File: src/rtl/sfmf_params.svh
// Constants of the speech-feature multiframe framer
`ifndef SFMF_PARAMS_SVH
`define SFMF_PARAMS_SVH

// Register map (byte addresses on APB)
`define SFMF_ADDR_W 12
`define SFMF_OFF_CTRL 12'h000
`define SFMF_OFF_STATUS 12'h004

// Control register fields
`define SFMF_CTRL_ENABLE 0
`define SFMF_CTRL_VARIANT 1
`define SFMF_CTRL_RATE_LO 2
`define SFMF_CTRL_RATE_HI 3
`define SFMF_CTRL_EXT 4
`define SFMF_CTRL_FILL 5
`define SFMF_CTRL_FINAL 6
`define SFMF_CTRL_RST 7'h00
`define SFMF_RATE_UNDEF 2'h2

// Status register fields
`define SFMF_STAT_CNT_LO 0
`define SFMF_STAT_CNT_HI 3
`define SFMF_STAT_BUSY 4
`define SFMF_STAT_DONE 5
`define SFMF_STAT_LVL_LO 6
`define SFMF_STAT_LVL_HI 10

// Sync words, first octet sent first, each octet bit 1 first
`define SFMF_SYNC_OCT1 8'h87
`define SFMF_SYNC_OCT2 8'hb2
`define SFMF_ISYNC_OCT1 8'h78
`define SFMF_ISYNC_OCT2 8'h4d

// Segment lengths in bits and packets per multiframe, stored as length minus one, and the first multiframe count
`define SFMF_SYNC_LAST 7'h0f
`define SFMF_HDR_LAST 7'h1f
`define SFMF_PKT_LAST 7'h6b
`define SFMF_PKTS_LAST 4'hb
`define SFMF_MFCNT_FIRST 4'h1

// Check polynomials
`define SFMF_HDR_POLY 15'h5101
`define SFMF_CB_POLY 4'h3
`define SFMF_PC_POLY 2'h3

// Line rate
`define SFMF_CLK_HZ 100000000
`define SFMF_LINE_BPS 5600
`define SFMF_BIT_CYCLES (`SFMF_CLK_HZ / `SFMF_LINE_BPS)

// Buffering
`define SFMF_FIFO_DEPTH 16
`define SFMF_PAIR_W 102

`endif

File: src/rtl/sfmf_pkg.sv
// Types of the speech-feature multiframe framer
`default_nettype none
package sfmf_pkg;

	typedef enum logic [2:0] {
		SFMF_IDLE,
		SFMF_SYNC,
		SFMF_HDR,
		SFMF_PKT,
		SFMF_FILL
	} sfmf_state_t;

	typedef struct packed {
		logic enable;
		logic variant;
		logic [1:0] rate_code;
		logic ext;
		logic fill_en;
		logic final_req;
		logic done;
		sfmf_state_t st;
		logic [107:0] sh;
		logic [6:0] bitcnt;
		logic [3:0] pkt;
		logic [3:0] mf_cnt;
		logic have;
		logic zero_seen;
		logic [14:0] gap;
		logic [31:0] prdata;
	} sfmf_regs_t;

	typedef struct packed {
		logic [3:0] wr;
		logic [3:0] rd;
		logic [4:0] count;
	} sfmf_fifo_ptr_t;

endpackage : sfmf_pkg
`default_nettype wire

File: src/rtl/sfmf_framer.sv
// Speech-feature multiframe framer with APB control and input FIFO
//
// Decided for this implementation: the address map and the APB register port.
`default_nettype none
`include "sfmf_params.svh"

module sfmf_fifo
	import sfmf_pkg::*;
#(
	parameter int WIDTH = `SFMF_PAIR_W,
	parameter int DEPTH = `SFMF_FIFO_DEPTH
) (
	input wire logic pclk,
	input wire logic presetn,
	input wire logic in_valid,
	output logic in_ready,
	input wire logic [WIDTH-1:0] in_data,
	output logic out_valid,
	input wire logic out_ready,
	output logic [WIDTH-1:0] out_data,
	output logic [4:0] level
);
	// Pointer widths match the fixed depth of sixteen
	logic [WIDTH-1:0] mem [DEPTH];
	sfmf_fifo_ptr_t p_ff;
	sfmf_fifo_ptr_t nxt_p;
	logic push;
	logic pop;

	// Full and empty follow the count, so a push and a pop in one cycle leave the level as it was
	assign in_ready = (p_ff.count != 5'(DEPTH));
	assign out_valid = (p_ff.count != 5'h00);
	assign out_data = mem[p_ff.rd];
	assign level = p_ff.count;
	assign push = in_valid && in_ready;
	assign pop = out_valid && out_ready;

	// A full queue refuses pushes, so the source holds its pair until room frees
	always_comb begin
		nxt_p = p_ff;
		if (push) begin
			nxt_p.wr = p_ff.wr + 4'h1;
		end
		if (pop) begin
			nxt_p.rd = p_ff.rd + 4'h1;
		end
		nxt_p.count = p_ff.count + 5'(push) - 5'(pop);
	end

	always_ff @(posedge pclk or negedge presetn) begin
		if (!presetn) begin
			p_ff <= '0;
		end else begin
			p_ff <= nxt_p;
		end
	end

	// Storage carries no reset; only the pointers decide what is valid
	always_ff @(posedge pclk) begin
		if (push) begin
			mem[p_ff.wr] <= in_data;
		end
	end
endmodule : sfmf_fifo

module sfmf_framer
	import sfmf_pkg::*;
#(
	parameter int BIT_CYCLES = `SFMF_BIT_CYCLES
) (
	input wire logic pclk,
	input wire logic presetn,
	input wire logic [`SFMF_ADDR_W-1:0] paddr,
	input wire logic psel,
	input wire logic penable,
	input wire logic pwrite,
	input wire logic [31:0] pwdata,
	input wire logic [3:0] pstrb,
	output logic [31:0] prdata,
	output logic pready,
	output logic pslverr,
	input wire logic fp_valid,
	output logic fp_ready,
	input wire logic [43:0] fp_codebook0,
	input wire logic [43:0] fp_codebook1,
	input wire logic [6:0] fp_pitch0,
	input wire logic [4:0] fp_pitch1,
	input wire logic fp_class0,
	input wire logic fp_class1,
	output logic ser_bit,
	output logic ser_valid,
	input wire logic ser_ready
);
	sfmf_regs_t r_ff;
	sfmf_regs_t nxt_r;
	logic q_valid;
	logic q_pop;
	logic [`SFMF_PAIR_W-1:0] q_data;
	logic [4:0] q_level;
	logic addr_ok;
	logic wr_ctrl;
	logic wr_stat;
	logic bit_go;
	logic [31:0] status;

	// Pairs queue here so the source need not wait for the slow line
	sfmf_fifo #(
		.WIDTH(`SFMF_PAIR_W),
		.DEPTH(`SFMF_FIFO_DEPTH)
	) u_fifo (
		.pclk(pclk),
		.presetn(presetn),
		.in_valid(fp_valid),
		.in_ready(fp_ready),
		.in_data({fp_class1, fp_class0, fp_pitch1, fp_pitch0, fp_codebook1, fp_codebook0}),
		.out_valid(q_valid),
		.out_ready(q_pop),
		.out_data(q_data),
		.level(q_level)
	);

	// Codebook check, message fed in send order, first bit as top term
	function automatic logic [3:0] cb_check(input logic [87:0] m);
		logic [3:0] c;
		logic fb;
		c = 4'h0;
		for (int i = 0; i < 88; i++) begin
			fb = m[i] ^ c[3];
			c = {c[2:0], 1'b0} ^ (fb ? `SFMF_CB_POLY : 4'h0);
		end
		return c;
	endfunction : cb_check

	// Pitch and class check, same convention as the codebook check
	function automatic logic [1:0] pc_check(input logic [13:0] m);
		logic [1:0] c;
		logic fb;
		c = 2'h0;
		for (int i = 0; i < 14; i++) begin
			fb = m[i] ^ c[1];
			c = {c[0], 1'b0} ^ (fb ? `SFMF_PC_POLY : 2'h0);
		end
		return c;
	endfunction : pc_check

	// Packet in send order: index 0 leaves the line first
	function automatic logic [107:0] build_pkt(input logic [`SFMF_PAIR_W-1:0] d);
		logic [107:0] p;
		logic [3:0] c4;
		logic [1:0] c2;
		p = '0;
		p[87:0] = d[87:0];
		c4 = cb_check(p[87:0]);
		p[91:88] = {c4[0], c4[1], c4[2], c4[3]};
		p[98:92] = d[94:88];
		p[103:99] = d[99:95];
		p[104] = d[100];
		p[105] = d[101];
		c2 = pc_check(p[105:92]);
		p[107:106] = {c2[0], c2[1]};
		return p;
	endfunction : build_pkt

	// Header: 16 message bits, 15 cyclic parity bits, overall even parity
	function automatic logic [31:0] build_hdr(input logic [1:0] rate, input logic var_b,
		input logic [3:0] cnt, input logic ext);
		logic [31:0] h;
		logic [14:0] c;
		logic fb;
		h = '0;
		h[1:0] = rate;
		h[2] = var_b;
		h[6:3] = cnt;
		h[7] = ext;
		h[15:8] = 8'h00;
		c = 15'h0000;
		for (int i = 0; i < 16; i++) begin
			fb = h[i] ^ c[14];
			c = {c[13:0], 1'b0} ^ (fb ? `SFMF_HDR_POLY : 15'h0000);
		end
		// Remainder top term first, as parity bits 1 to 15
		for (int j = 0; j < 15; j++) begin
			h[16 + j] = c[14 - j];
		end
		h[31] = ^h[30:0];
		return h;
	endfunction : build_hdr

	// Zero wait states: each access ends in the cycle after its setup
	assign addr_ok = (paddr == `SFMF_OFF_CTRL) || (paddr == `SFMF_OFF_STATUS);
	assign pready = 1'b1;
	assign pslverr = psel && penable && !addr_ok;
	assign prdata = r_ff.prdata;
	assign wr_ctrl = psel && penable && pwrite && pstrb[0] && (paddr == `SFMF_OFF_CTRL);
	assign wr_stat = psel && penable && pwrite && pstrb[0] && (paddr == `SFMF_OFF_STATUS);

	// Output stalls whenever the pacing gap runs or the line is not ready
	assign ser_valid = r_ff.have && (r_ff.st != SFMF_IDLE) && (r_ff.gap == 15'h0000);
	assign ser_bit = r_ff.sh[0];
	assign bit_go = ser_valid && ser_ready;
	// Once zero padding began, later pairs wait for the next run
	assign q_pop = (r_ff.st == SFMF_PKT) && !r_ff.have && !r_ff.zero_seen && q_valid;

	// Status reflects live state; a read captures it at its setup edge
	always_comb begin
		status = 32'h0000_0000;
		status[`SFMF_STAT_CNT_HI:`SFMF_STAT_CNT_LO] = r_ff.mf_cnt;
		status[`SFMF_STAT_BUSY] = (r_ff.st != SFMF_IDLE);
		status[`SFMF_STAT_DONE] = r_ff.done;
		status[`SFMF_STAT_LVL_HI:`SFMF_STAT_LVL_LO] = q_level;
	end

	always_comb begin
		nxt_r = r_ff;

		// Read data captured in the setup phase, valid through the access phase
		if (psel && !penable && !pwrite) begin
			unique case (paddr)
				`SFMF_OFF_CTRL: nxt_r.prdata = {25'h0, r_ff.final_req, r_ff.fill_en, r_ff.ext,
					r_ff.rate_code, r_ff.variant, r_ff.enable};
				`SFMF_OFF_STATUS: nxt_r.prdata = status;
				default: nxt_r.prdata = 32'h0000_0000;
			endcase
		end

		// Writes land at the access edge, where pready is already high
		if (wr_ctrl) begin
			nxt_r.enable = pwdata[`SFMF_CTRL_ENABLE];
			nxt_r.variant = pwdata[`SFMF_CTRL_VARIANT];
			// The undefined rate code must never reach a header, so such a write keeps the old code
			if (pwdata[`SFMF_CTRL_RATE_HI:`SFMF_CTRL_RATE_LO] != `SFMF_RATE_UNDEF) begin
				nxt_r.rate_code = pwdata[`SFMF_CTRL_RATE_HI:`SFMF_CTRL_RATE_LO];
			end
			nxt_r.ext = pwdata[`SFMF_CTRL_EXT];
			nxt_r.fill_en = pwdata[`SFMF_CTRL_FILL];
			nxt_r.final_req = pwdata[`SFMF_CTRL_FINAL];
		end

		if (wr_stat && pwdata[`SFMF_STAT_DONE]) begin
			nxt_r.done = 1'b0;
		end

		// Gap counts the cycles left before the next bit may be offered
		if (r_ff.gap != 15'h0000) begin
			nxt_r.gap = r_ff.gap - 15'h0001;
		end

		unique case (r_ff.st)
			SFMF_IDLE: begin
				// While disabled the next run starts numbering afresh
				if (!r_ff.enable) begin
					nxt_r.mf_cnt = `SFMF_MFCNT_FIRST;
				end
				// A queued pair or a pending final request opens a multiframe at once
				if (r_ff.enable && (q_valid || r_ff.final_req)) begin
					nxt_r.st = SFMF_SYNC;
					nxt_r.sh = {92'h0, `SFMF_SYNC_OCT2, `SFMF_SYNC_OCT1};
					nxt_r.bitcnt = `SFMF_SYNC_LAST;
					nxt_r.have = 1'b1;
					nxt_r.zero_seen = 1'b0;
				end else if (r_ff.enable && r_ff.fill_en) begin
					// Fill only while nothing waits, so a ready multiframe waits at most for the rest of one fill word
					nxt_r.st = SFMF_FILL;
					nxt_r.sh = {92'h0, `SFMF_ISYNC_OCT2, `SFMF_ISYNC_OCT1};
					nxt_r.bitcnt = `SFMF_SYNC_LAST;
					nxt_r.have = 1'b1;
				end
			end
			SFMF_PKT: begin
				// Queued pairs come first; zeros only once the queue ran dry under a final request
				if (!r_ff.have) begin
					if (q_pop) begin
						nxt_r.sh = build_pkt(q_data);
						nxt_r.bitcnt = `SFMF_PKT_LAST;
						nxt_r.have = 1'b1;
					end else if (r_ff.final_req || r_ff.zero_seen) begin
						nxt_r.sh = '0;
						nxt_r.bitcnt = `SFMF_PKT_LAST;
						nxt_r.have = 1'b1;
						nxt_r.zero_seen = 1'b1;
					end
				end
			end
			default: begin
			end
		endcase

		// Each accepted bit restarts the pacing gap and moves the shifter on
		if (bit_go) begin
			nxt_r.gap = 15'(BIT_CYCLES - 1);
			if (r_ff.bitcnt != 7'h00) begin
				nxt_r.sh = {1'b0, r_ff.sh[107:1]};
				nxt_r.bitcnt = r_ff.bitcnt - 7'h01;
			end else begin
				unique case (r_ff.st)
					SFMF_SYNC: begin
						// Header takes the control fields as they stand when the sync word ends
						nxt_r.st = SFMF_HDR;
						nxt_r.sh = {76'h0, build_hdr(r_ff.rate_code, r_ff.variant, r_ff.mf_cnt,
							r_ff.ext)};
						nxt_r.bitcnt = `SFMF_HDR_LAST;
					end
					SFMF_HDR: begin
						// Payload starts empty; the next cycle loads the first packet
						nxt_r.st = SFMF_PKT;
						nxt_r.pkt = 4'h0;
						nxt_r.have = 1'b0;
					end
					SFMF_PKT: begin
						nxt_r.have = 1'b0;
						nxt_r.pkt = r_ff.pkt + 4'h1;
						// Last packet: count on, or restart at one after the final multiframe
						if (r_ff.pkt == `SFMF_PKTS_LAST) begin
							nxt_r.st = SFMF_IDLE;
							nxt_r.mf_cnt = r_ff.mf_cnt + 4'h1;
							if (r_ff.zero_seen) begin
								nxt_r.done = 1'b1;
								nxt_r.final_req = 1'b0;
								nxt_r.mf_cnt = `SFMF_MFCNT_FIRST;
							end
						end
					end
					SFMF_FILL: begin
						// A fill word always runs to its end, so the line never carries a cut word
						nxt_r.st = SFMF_IDLE;
						nxt_r.have = 1'b0;
					end
					default: begin
						nxt_r.st = SFMF_IDLE;
						nxt_r.have = 1'b0;
					end
				endcase
			end
		end

		// Software setting the final request wins over the hardware clear
		if (wr_ctrl && pwdata[`SFMF_CTRL_FINAL]) begin
			nxt_r.final_req = 1'b1;
		end
	end

	always_ff @(posedge pclk or negedge presetn) begin
		if (!presetn) begin
			// Counter starts at one so the first multiframe after reset carries 0001
			r_ff <= '{enable: 1'b0, variant: 1'b0, rate_code: 2'h0, ext: 1'b0, fill_en: 1'b0,
				final_req: 1'b0, done: 1'b0, st: SFMF_IDLE, sh: '0, bitcnt: 7'h00, pkt: 4'h0,
				mf_cnt: `SFMF_MFCNT_FIRST, have: 1'b0, zero_seen: 1'b0, gap: 15'h0000,
				prdata: 32'h0000_0000};
		end else begin
			r_ff <= nxt_r;
		end
	end
endmodule : sfmf_framer
`default_nettype wire

File: config.mk
export PLATFORM = sky130hd
export DESIGN_NAME = sfmf_framer
export DESIGN_NICKNAME = d
export VERILOG_FILES = /design/src/rtl/sfmf_pkg.sv /design/src/rtl/sfmf_framer.sv
export VERILOG_INCLUDE_DIRS = /design/src /design/src/rtl
export SDC_FILE = /design/constraint.sdc
export NUM_CORES = 2
export LEC_CHECK = 0
export ABC_CLOCK_PERIOD_IN_PS = 32000
export BUFFER_PORTS_ARGS = -buffer_cell sky130_fd_sc_hd__buf_2
export CAP_MARGIN = 0
export CORE_MARGIN = 4
export CORE_UTILIZATION = 27
export DETAILED_ROUTE_END_ITERATION = 7
export SETUP_SLACK_MARGIN = 0.5
export SLEW_MARGIN = 15
export SYNTH_ARGS = -nofsm -noshare
export SYNTH_HDL_FRONTEND = slang
export SYNTH_SLANG_ARGS = --single-unit
File: constraint.sdc
create_clock -name pclk -period 32 [get_ports pclk]
set_input_delay 3.2 -clock pclk [delete_from_list [all_inputs] [get_ports pclk]]
set_output_delay 3.2 -clock pclk [all_outputs]
set_load 0.01 [all_outputs]
Word-level counts from Yosys, hierarchy flattened
Memories as Yosys holds them, arrays and structs flattened.
Cells that the tools add are included.
Widths: inputs -> output; s select.

cells by class
  bitwise gates (word level) = 223
  add/sub/neg operators = 8
  muxes and demuxes = 157
  reductions and logical operators = 42
  equal/unequal tests = 11

operators by type and width
  cell                   count
  $mux 115               5
  $xor 4x2->4            86
  $mux 15                18
  $mux 118               2
  $pmux 115 s2           1
  $xor 15x15->15         15
  $mux 2                 106
  $mux 129               1
  $xor 1x1->1            105
  $reduce_xor 31->1      1
  $xor 2x2->2            13
  $pmux 11 s2            1
  $logic_and 1x1->1      20
  $mux 4                 5
  $add 4x1->4 const B    4
  $logic_not 15->1       1
  $reduce_bool 15->1     1
  $sub 15x1->15 const B  1
  $eq 12x3->1 const B    1
  $logic_not 12->1       1
  $mux 1                 11
  $mux 5                 2
  $mux 9                 1
  $pmux 3 s3             1
  other kinds (25)       38

storage, ports and cells
  memories = 1
  input bits = 157
  flip-flop bits (word level) = 196
  word-level logic and storage cells = 461
  bits in writable memories = 1632

memory list
  memory      words  width  read ports  clocked after Yosys merged registers in  write ports  line               source
  u_fifo.mem  16     102    1           0                                        1            sfmf_framer.sv:24  logic [WIDTH-1:0] mem [DEPTH];

Logic depth before layout (Yosys ltp)
An unclocked memory read counts as a cell.

  depth in word-level cells = 267
  depth in mapped cells = 21

Modules after synthesis
From an unflattened synthesis, not the netlist that was laid out.

unflattened totals
  cells, all modules = 4074
  area, all modules = 72727.3 um^2

modules (own cells, without submodules)
  module       cells each  times used  area each (um^2)
  sfmf_fifo    3020        1           62909.1
  sfmf_framer  1054        1           9818.2

Worst setup path after synthesis
Ideal clock, no wire load.

  kind = input -> register
  from = input port fp_valid
  to = memory u_fifo.mem[0][0] in the netlist's numbering, enable pin
  arrival time = 12.935 ns
  stages on the path = 2
  required time = 31.187 ns
  library setup time = 0.813 ns
  setup slack = 18.252 ns
  buffers on the path = 0
  path through = nand2_1 > nor4_1

on the way
  longest elaborated chain between the ends = 3

ends and longest elaborated chain
  what                          line               source
  from (decl)                   sfmf_framer.sv:82  input wire logic fp_valid,
  $logic_and 1x1->1             sfmf_framer.sv:35  assign push = in_valid && in_ready;
  $mux 1                        sfmf_framer.sv:60  if (push) begin
  $mux 1 (implied by the code)  sfmf_framer.sv:61  mem[p_ff.wr] <= in_data;
  to (decl)                     sfmf_framer.sv:24

No other way between the ends.

Worst setup path in the final report
  from = input port paddr[5]
  to = output port pslverr

on the way
  longest elaborated chain between the ends = 4
  elaborated cells between the ends (all ways) = 5
  classes of those cells = 1 x eq/ne; 4 x reduce/logical

ends and longest elaborated chain
  what                                                    line                source
  from (decl)                                             sfmf_framer.sv:73   input wire logic [`SFMF_ADDR_W-1:0] paddr,
  $eq 12x3->1 / $logic_not 12->1 (equally long branches)  --
  $logic_or 1x1->1 *                                      sfmf_framer.sv:190  assign addr_ok = (paddr == `SFMF_OFF_CTRL) || (paddr == `SFMF_OFF_STATUS);
  $logic_not 1->1 *                                       sfmf_framer.sv:192  assign pslverr = psel && penable && !addr_ok;
  $logic_and 1x1->1 *                                     sfmf_framer.sv:192
  to (decl)                                               sfmf_framer.sv:81   output logic pslverr,

Mark *: on every way between the ends. The rest lies on a longest branch, timed or not.

==> results.json <==
{
  "p_sw_frac": 0.250,
  "netlist_area_sq_um": 72300,
  "final_cell_area_sq_um": 82600,
  "synth_top_family_by_area": "multiplexers",
  "max_freq_mhz": 131,
  "layout.cells.most_common_list": "edfxtp_1, mux4_2, clkbuf_16",
  "synth-simple-area-share": 0.0198,
  "maxCapViolations": 0,
  "async_flop_share": 0.0968,
  "layout_commonest_cell": "edfxtp_1",
  "grt_pass1_vias": 35808,
  "synth_compound_area_frac": 0.0352,
  "crit_type": "in2out",
  "required_ps": 28800,
  "wire_per_inst_microns": 24.2,
  "crit_path_cell_trace": "buf_2 -> nor4_1 -> nand3_1 -> and3_1 -> buf_2",
  "avgViaCountPerCell": 4.79,
  "max_slew_margin": 0.243,
  "synth_top_area_cell": "edfxtp_1",
  "fp.dieH_microns": 526,
  "ctsResizeCount": 0,
  "slew_violations": 0,
  "critPathMaxFanout": 10,
  "dp_hpwl_microns": 97600,
  "combinationalPowerShare": 0.213,
  "clk_latency_ps": 810,
  "outcome": "complete, no violations",
  "layout-drive-gt1-share": 0.260,
  "hold_violations": 0,
  "synthAdderAreaFrac": 0.00304,
  "synth_xor_area_frac": 0.0328,
  "post_cts_buffers": 0,
  "ir_drop_v": 0.000216,
  "fin_skew_ps": 36.8,
  "die_w_microns": 526,
  "overflow": 0,
  "finalWirelength_microns": 177000,
  "cp.arrival_ps": 4440,
  "critPathMaxStageDelay_ps": 360,
  "cp-start-kind": "input port",
  "io_pins": 194,
  "netlist.area_leader.share": 0.677,
  "drtIter0Drc": 3683,
  "final_min_period_over_clock_period": 0.239,
  "power.density_nw_per_um2": 74.9,
  "reg2regPathDepth": 14,
  "seqPwrFrac": 0.458,
  "ys_seq_elements": 1807,
  "die-area_sq_um": 276000,
  "grt_util_all_layers": 0.126,
  "ys_types": 68,
  "area_growth_pct": 14.1,
  "fp-row-count": 189,
  "ys.flop_type": "edfxtp_1",
  "dp_worst_setup_slack_ps": 24330,
  "multi_input_area_sq_um": 17600,
  "muxShareOfSynthArea": 0.150,
  "seq_area_sq_um": 53400,
  "fin_hold_ws_ps": 471,
  "antenna_found_initial": 81,
  "clock-sinks": 1807,
  "hold_buffers": 0,
  "min_path_type": "reg2reg",
  "synth_edf_count": 1632,
  "finalSetupViolCount": 0,
  "worst_slack_ps": 24360,
  "synthCells": 3465,
  "dr.pass1.iters": 5,
  "ys_seq_area_frac": 0.738,
  "rsz0062_at_grt": "false",
  "endpoint_kind": "primary output",
  "clockPowerShare": 0.329,
  "root_buffer": "clkbuf_16",
  "min_period_ps": 7640,
  "place_area_sq_um": 76800,
  "drcViolationCount": 0,
  "cts_tree": "yes",
  "clk_path_buf_depth": 3,
  "hold_depth": 2,
  "cts_inserted_buffers": 174,
  "synth_warnings": 0,
  "setup_tns_ps": 0,
  "grt_max_degree": 105,
  "critPathMostFrequentCell": "buf_2",
  "h-tree-depth": 4,
  "worst_slew_pin_slew_ps": 1140,
  "port-buffer-count": 143,
  "p_sw_uw": 1550,
  "drtAntennaViolNets": 0,
  "clkTransAtPathRegs_ps": 60,
  "p_int_uw": 4640,
  "leakagePower_uw": 0.0256,
  "final_net_count": 3815,
  "core_sq_um": 266000,
  "yosys-top-cells-area": "edfxtp_1, mux4_2, dfrtp_1",
  "initial_core_util": 0.272,
  "final_util": 0.311,
  "place_congestion": 0.762,
  "grt_pass1_wl_microns": 256000,
  "critPathSlowestCell": "nor4_1",
  "dr_total_vias": 35098,
  "syn_area_per_cell_sq_um": 20.9,
  "fillCellCount": 25507
}
## synthesized netlist by cell type, types with 12 or more instances
cell type,instances
and2_1,12
buf_1,20
a221o_1,13
clkbuf_1,72
a22oi_1,157
xor2_1,38
xnor2_1,109
ha_1,16
xnor3_1,28
nand3_1,20
o21ai_0,98
nor3_1,12
o31ai_1,12
nand2_1,171
nor2_1,55
buf_4,53
buf_2,44
edfxtp_1,1632
dfrtp_1,174
a21oi_1,35
o22ai_1,35
buf_6,22
mux4_2,470
inv_1,23
## power groups by stage
stage          clock [uW]  combinational (uW)  sequential [uW]
6_report             2040                1320             2830
5_1_grt              2180                1400             2850
4_1_cts              2080                1320             2840
3_5_place_dp            0                1310             2880
3_3_place_gp            0                1300             2870
2_1_floorplan           0                1000             2900
## state kept, by name, indices dropped and copies added (netlist names)
name and count:
ser_bit 1, r_ff 150, u_fifo.level 5, u_fifo.mem 1632, prdata 11, u_fifo.p_ff 8
## per-stage QoR
| stage | std cells | power [uW] |
|---|---|---|
| final | 7334 | 6190 |
| after global routing | 7321 | 6430 |
| after CTS | 7320 | 6240 |
| after detailed placement | 6998 | 4200 |
| after global placement | 6998 | 4170 |
| after floorplan | 3485 | 3900 |
## path summary, 6_finish.rpt
check                          startpoint        endpoint  slack (ps)
setup / recovery                 paddr[5]         pslverr       24360
hold / removal                  prdata[1]       prdata[1]         470
setup reg to reg           u_fifo.p_ff[6]       r_ff[154]       25190
hold reg to reg                 prdata[1]       prdata[1]         470
max in group asynchronous         presetn  u_fifo.p_ff[8]       27780
min in group asynchronous         presetn       prdata[7]        2460
## kinds of logic (layout without fill, tap and decap cells)
group	after synthesis	after routing
flip-flops	1807	1807
AO/OA/AOI/OAI	383	383
other	2	36
buffers and inverters	250	552
adder cells (fa/ha/maj)	17	17
XOR/XNOR	197	197
AND/OR/NAND/NOR	323	323
multiplexers	486	486
## cell type report
cell class / count / share of cell area
tap: 3533 / 0.0535
clock buffer: 216 / 0.0565
multi-input combinational: 1428 / 0.214
inverter: 25 / 0.00117
clock inverter: 106 / 0.0124
antenna: 14 / 0.000424
sequential: 1807 / 0.647
timing repair buffer: 205 / 0.0156
## worst max-delay path, delay by kind of cell
family        cells  cell delay (ps)
simple gates      3             1020
buf+inv           2              230
## per-layer routing
| metal | vias to the layer above | share of wire | track usage |
|---|---|---|---|
| met5 | - | 0.0010 | 0 |
| met4 | 32 | 0.022 | 0.0290 |
| met3 | 326 | 0.076 | 0.0334 |
| met2 | 1244 | 0.47 | 0.198 |
| met1 | 18863 | 0.43 | 0.174 |
| li1 | 14633 | - | - |
Power figures use the tool's default switching activity.
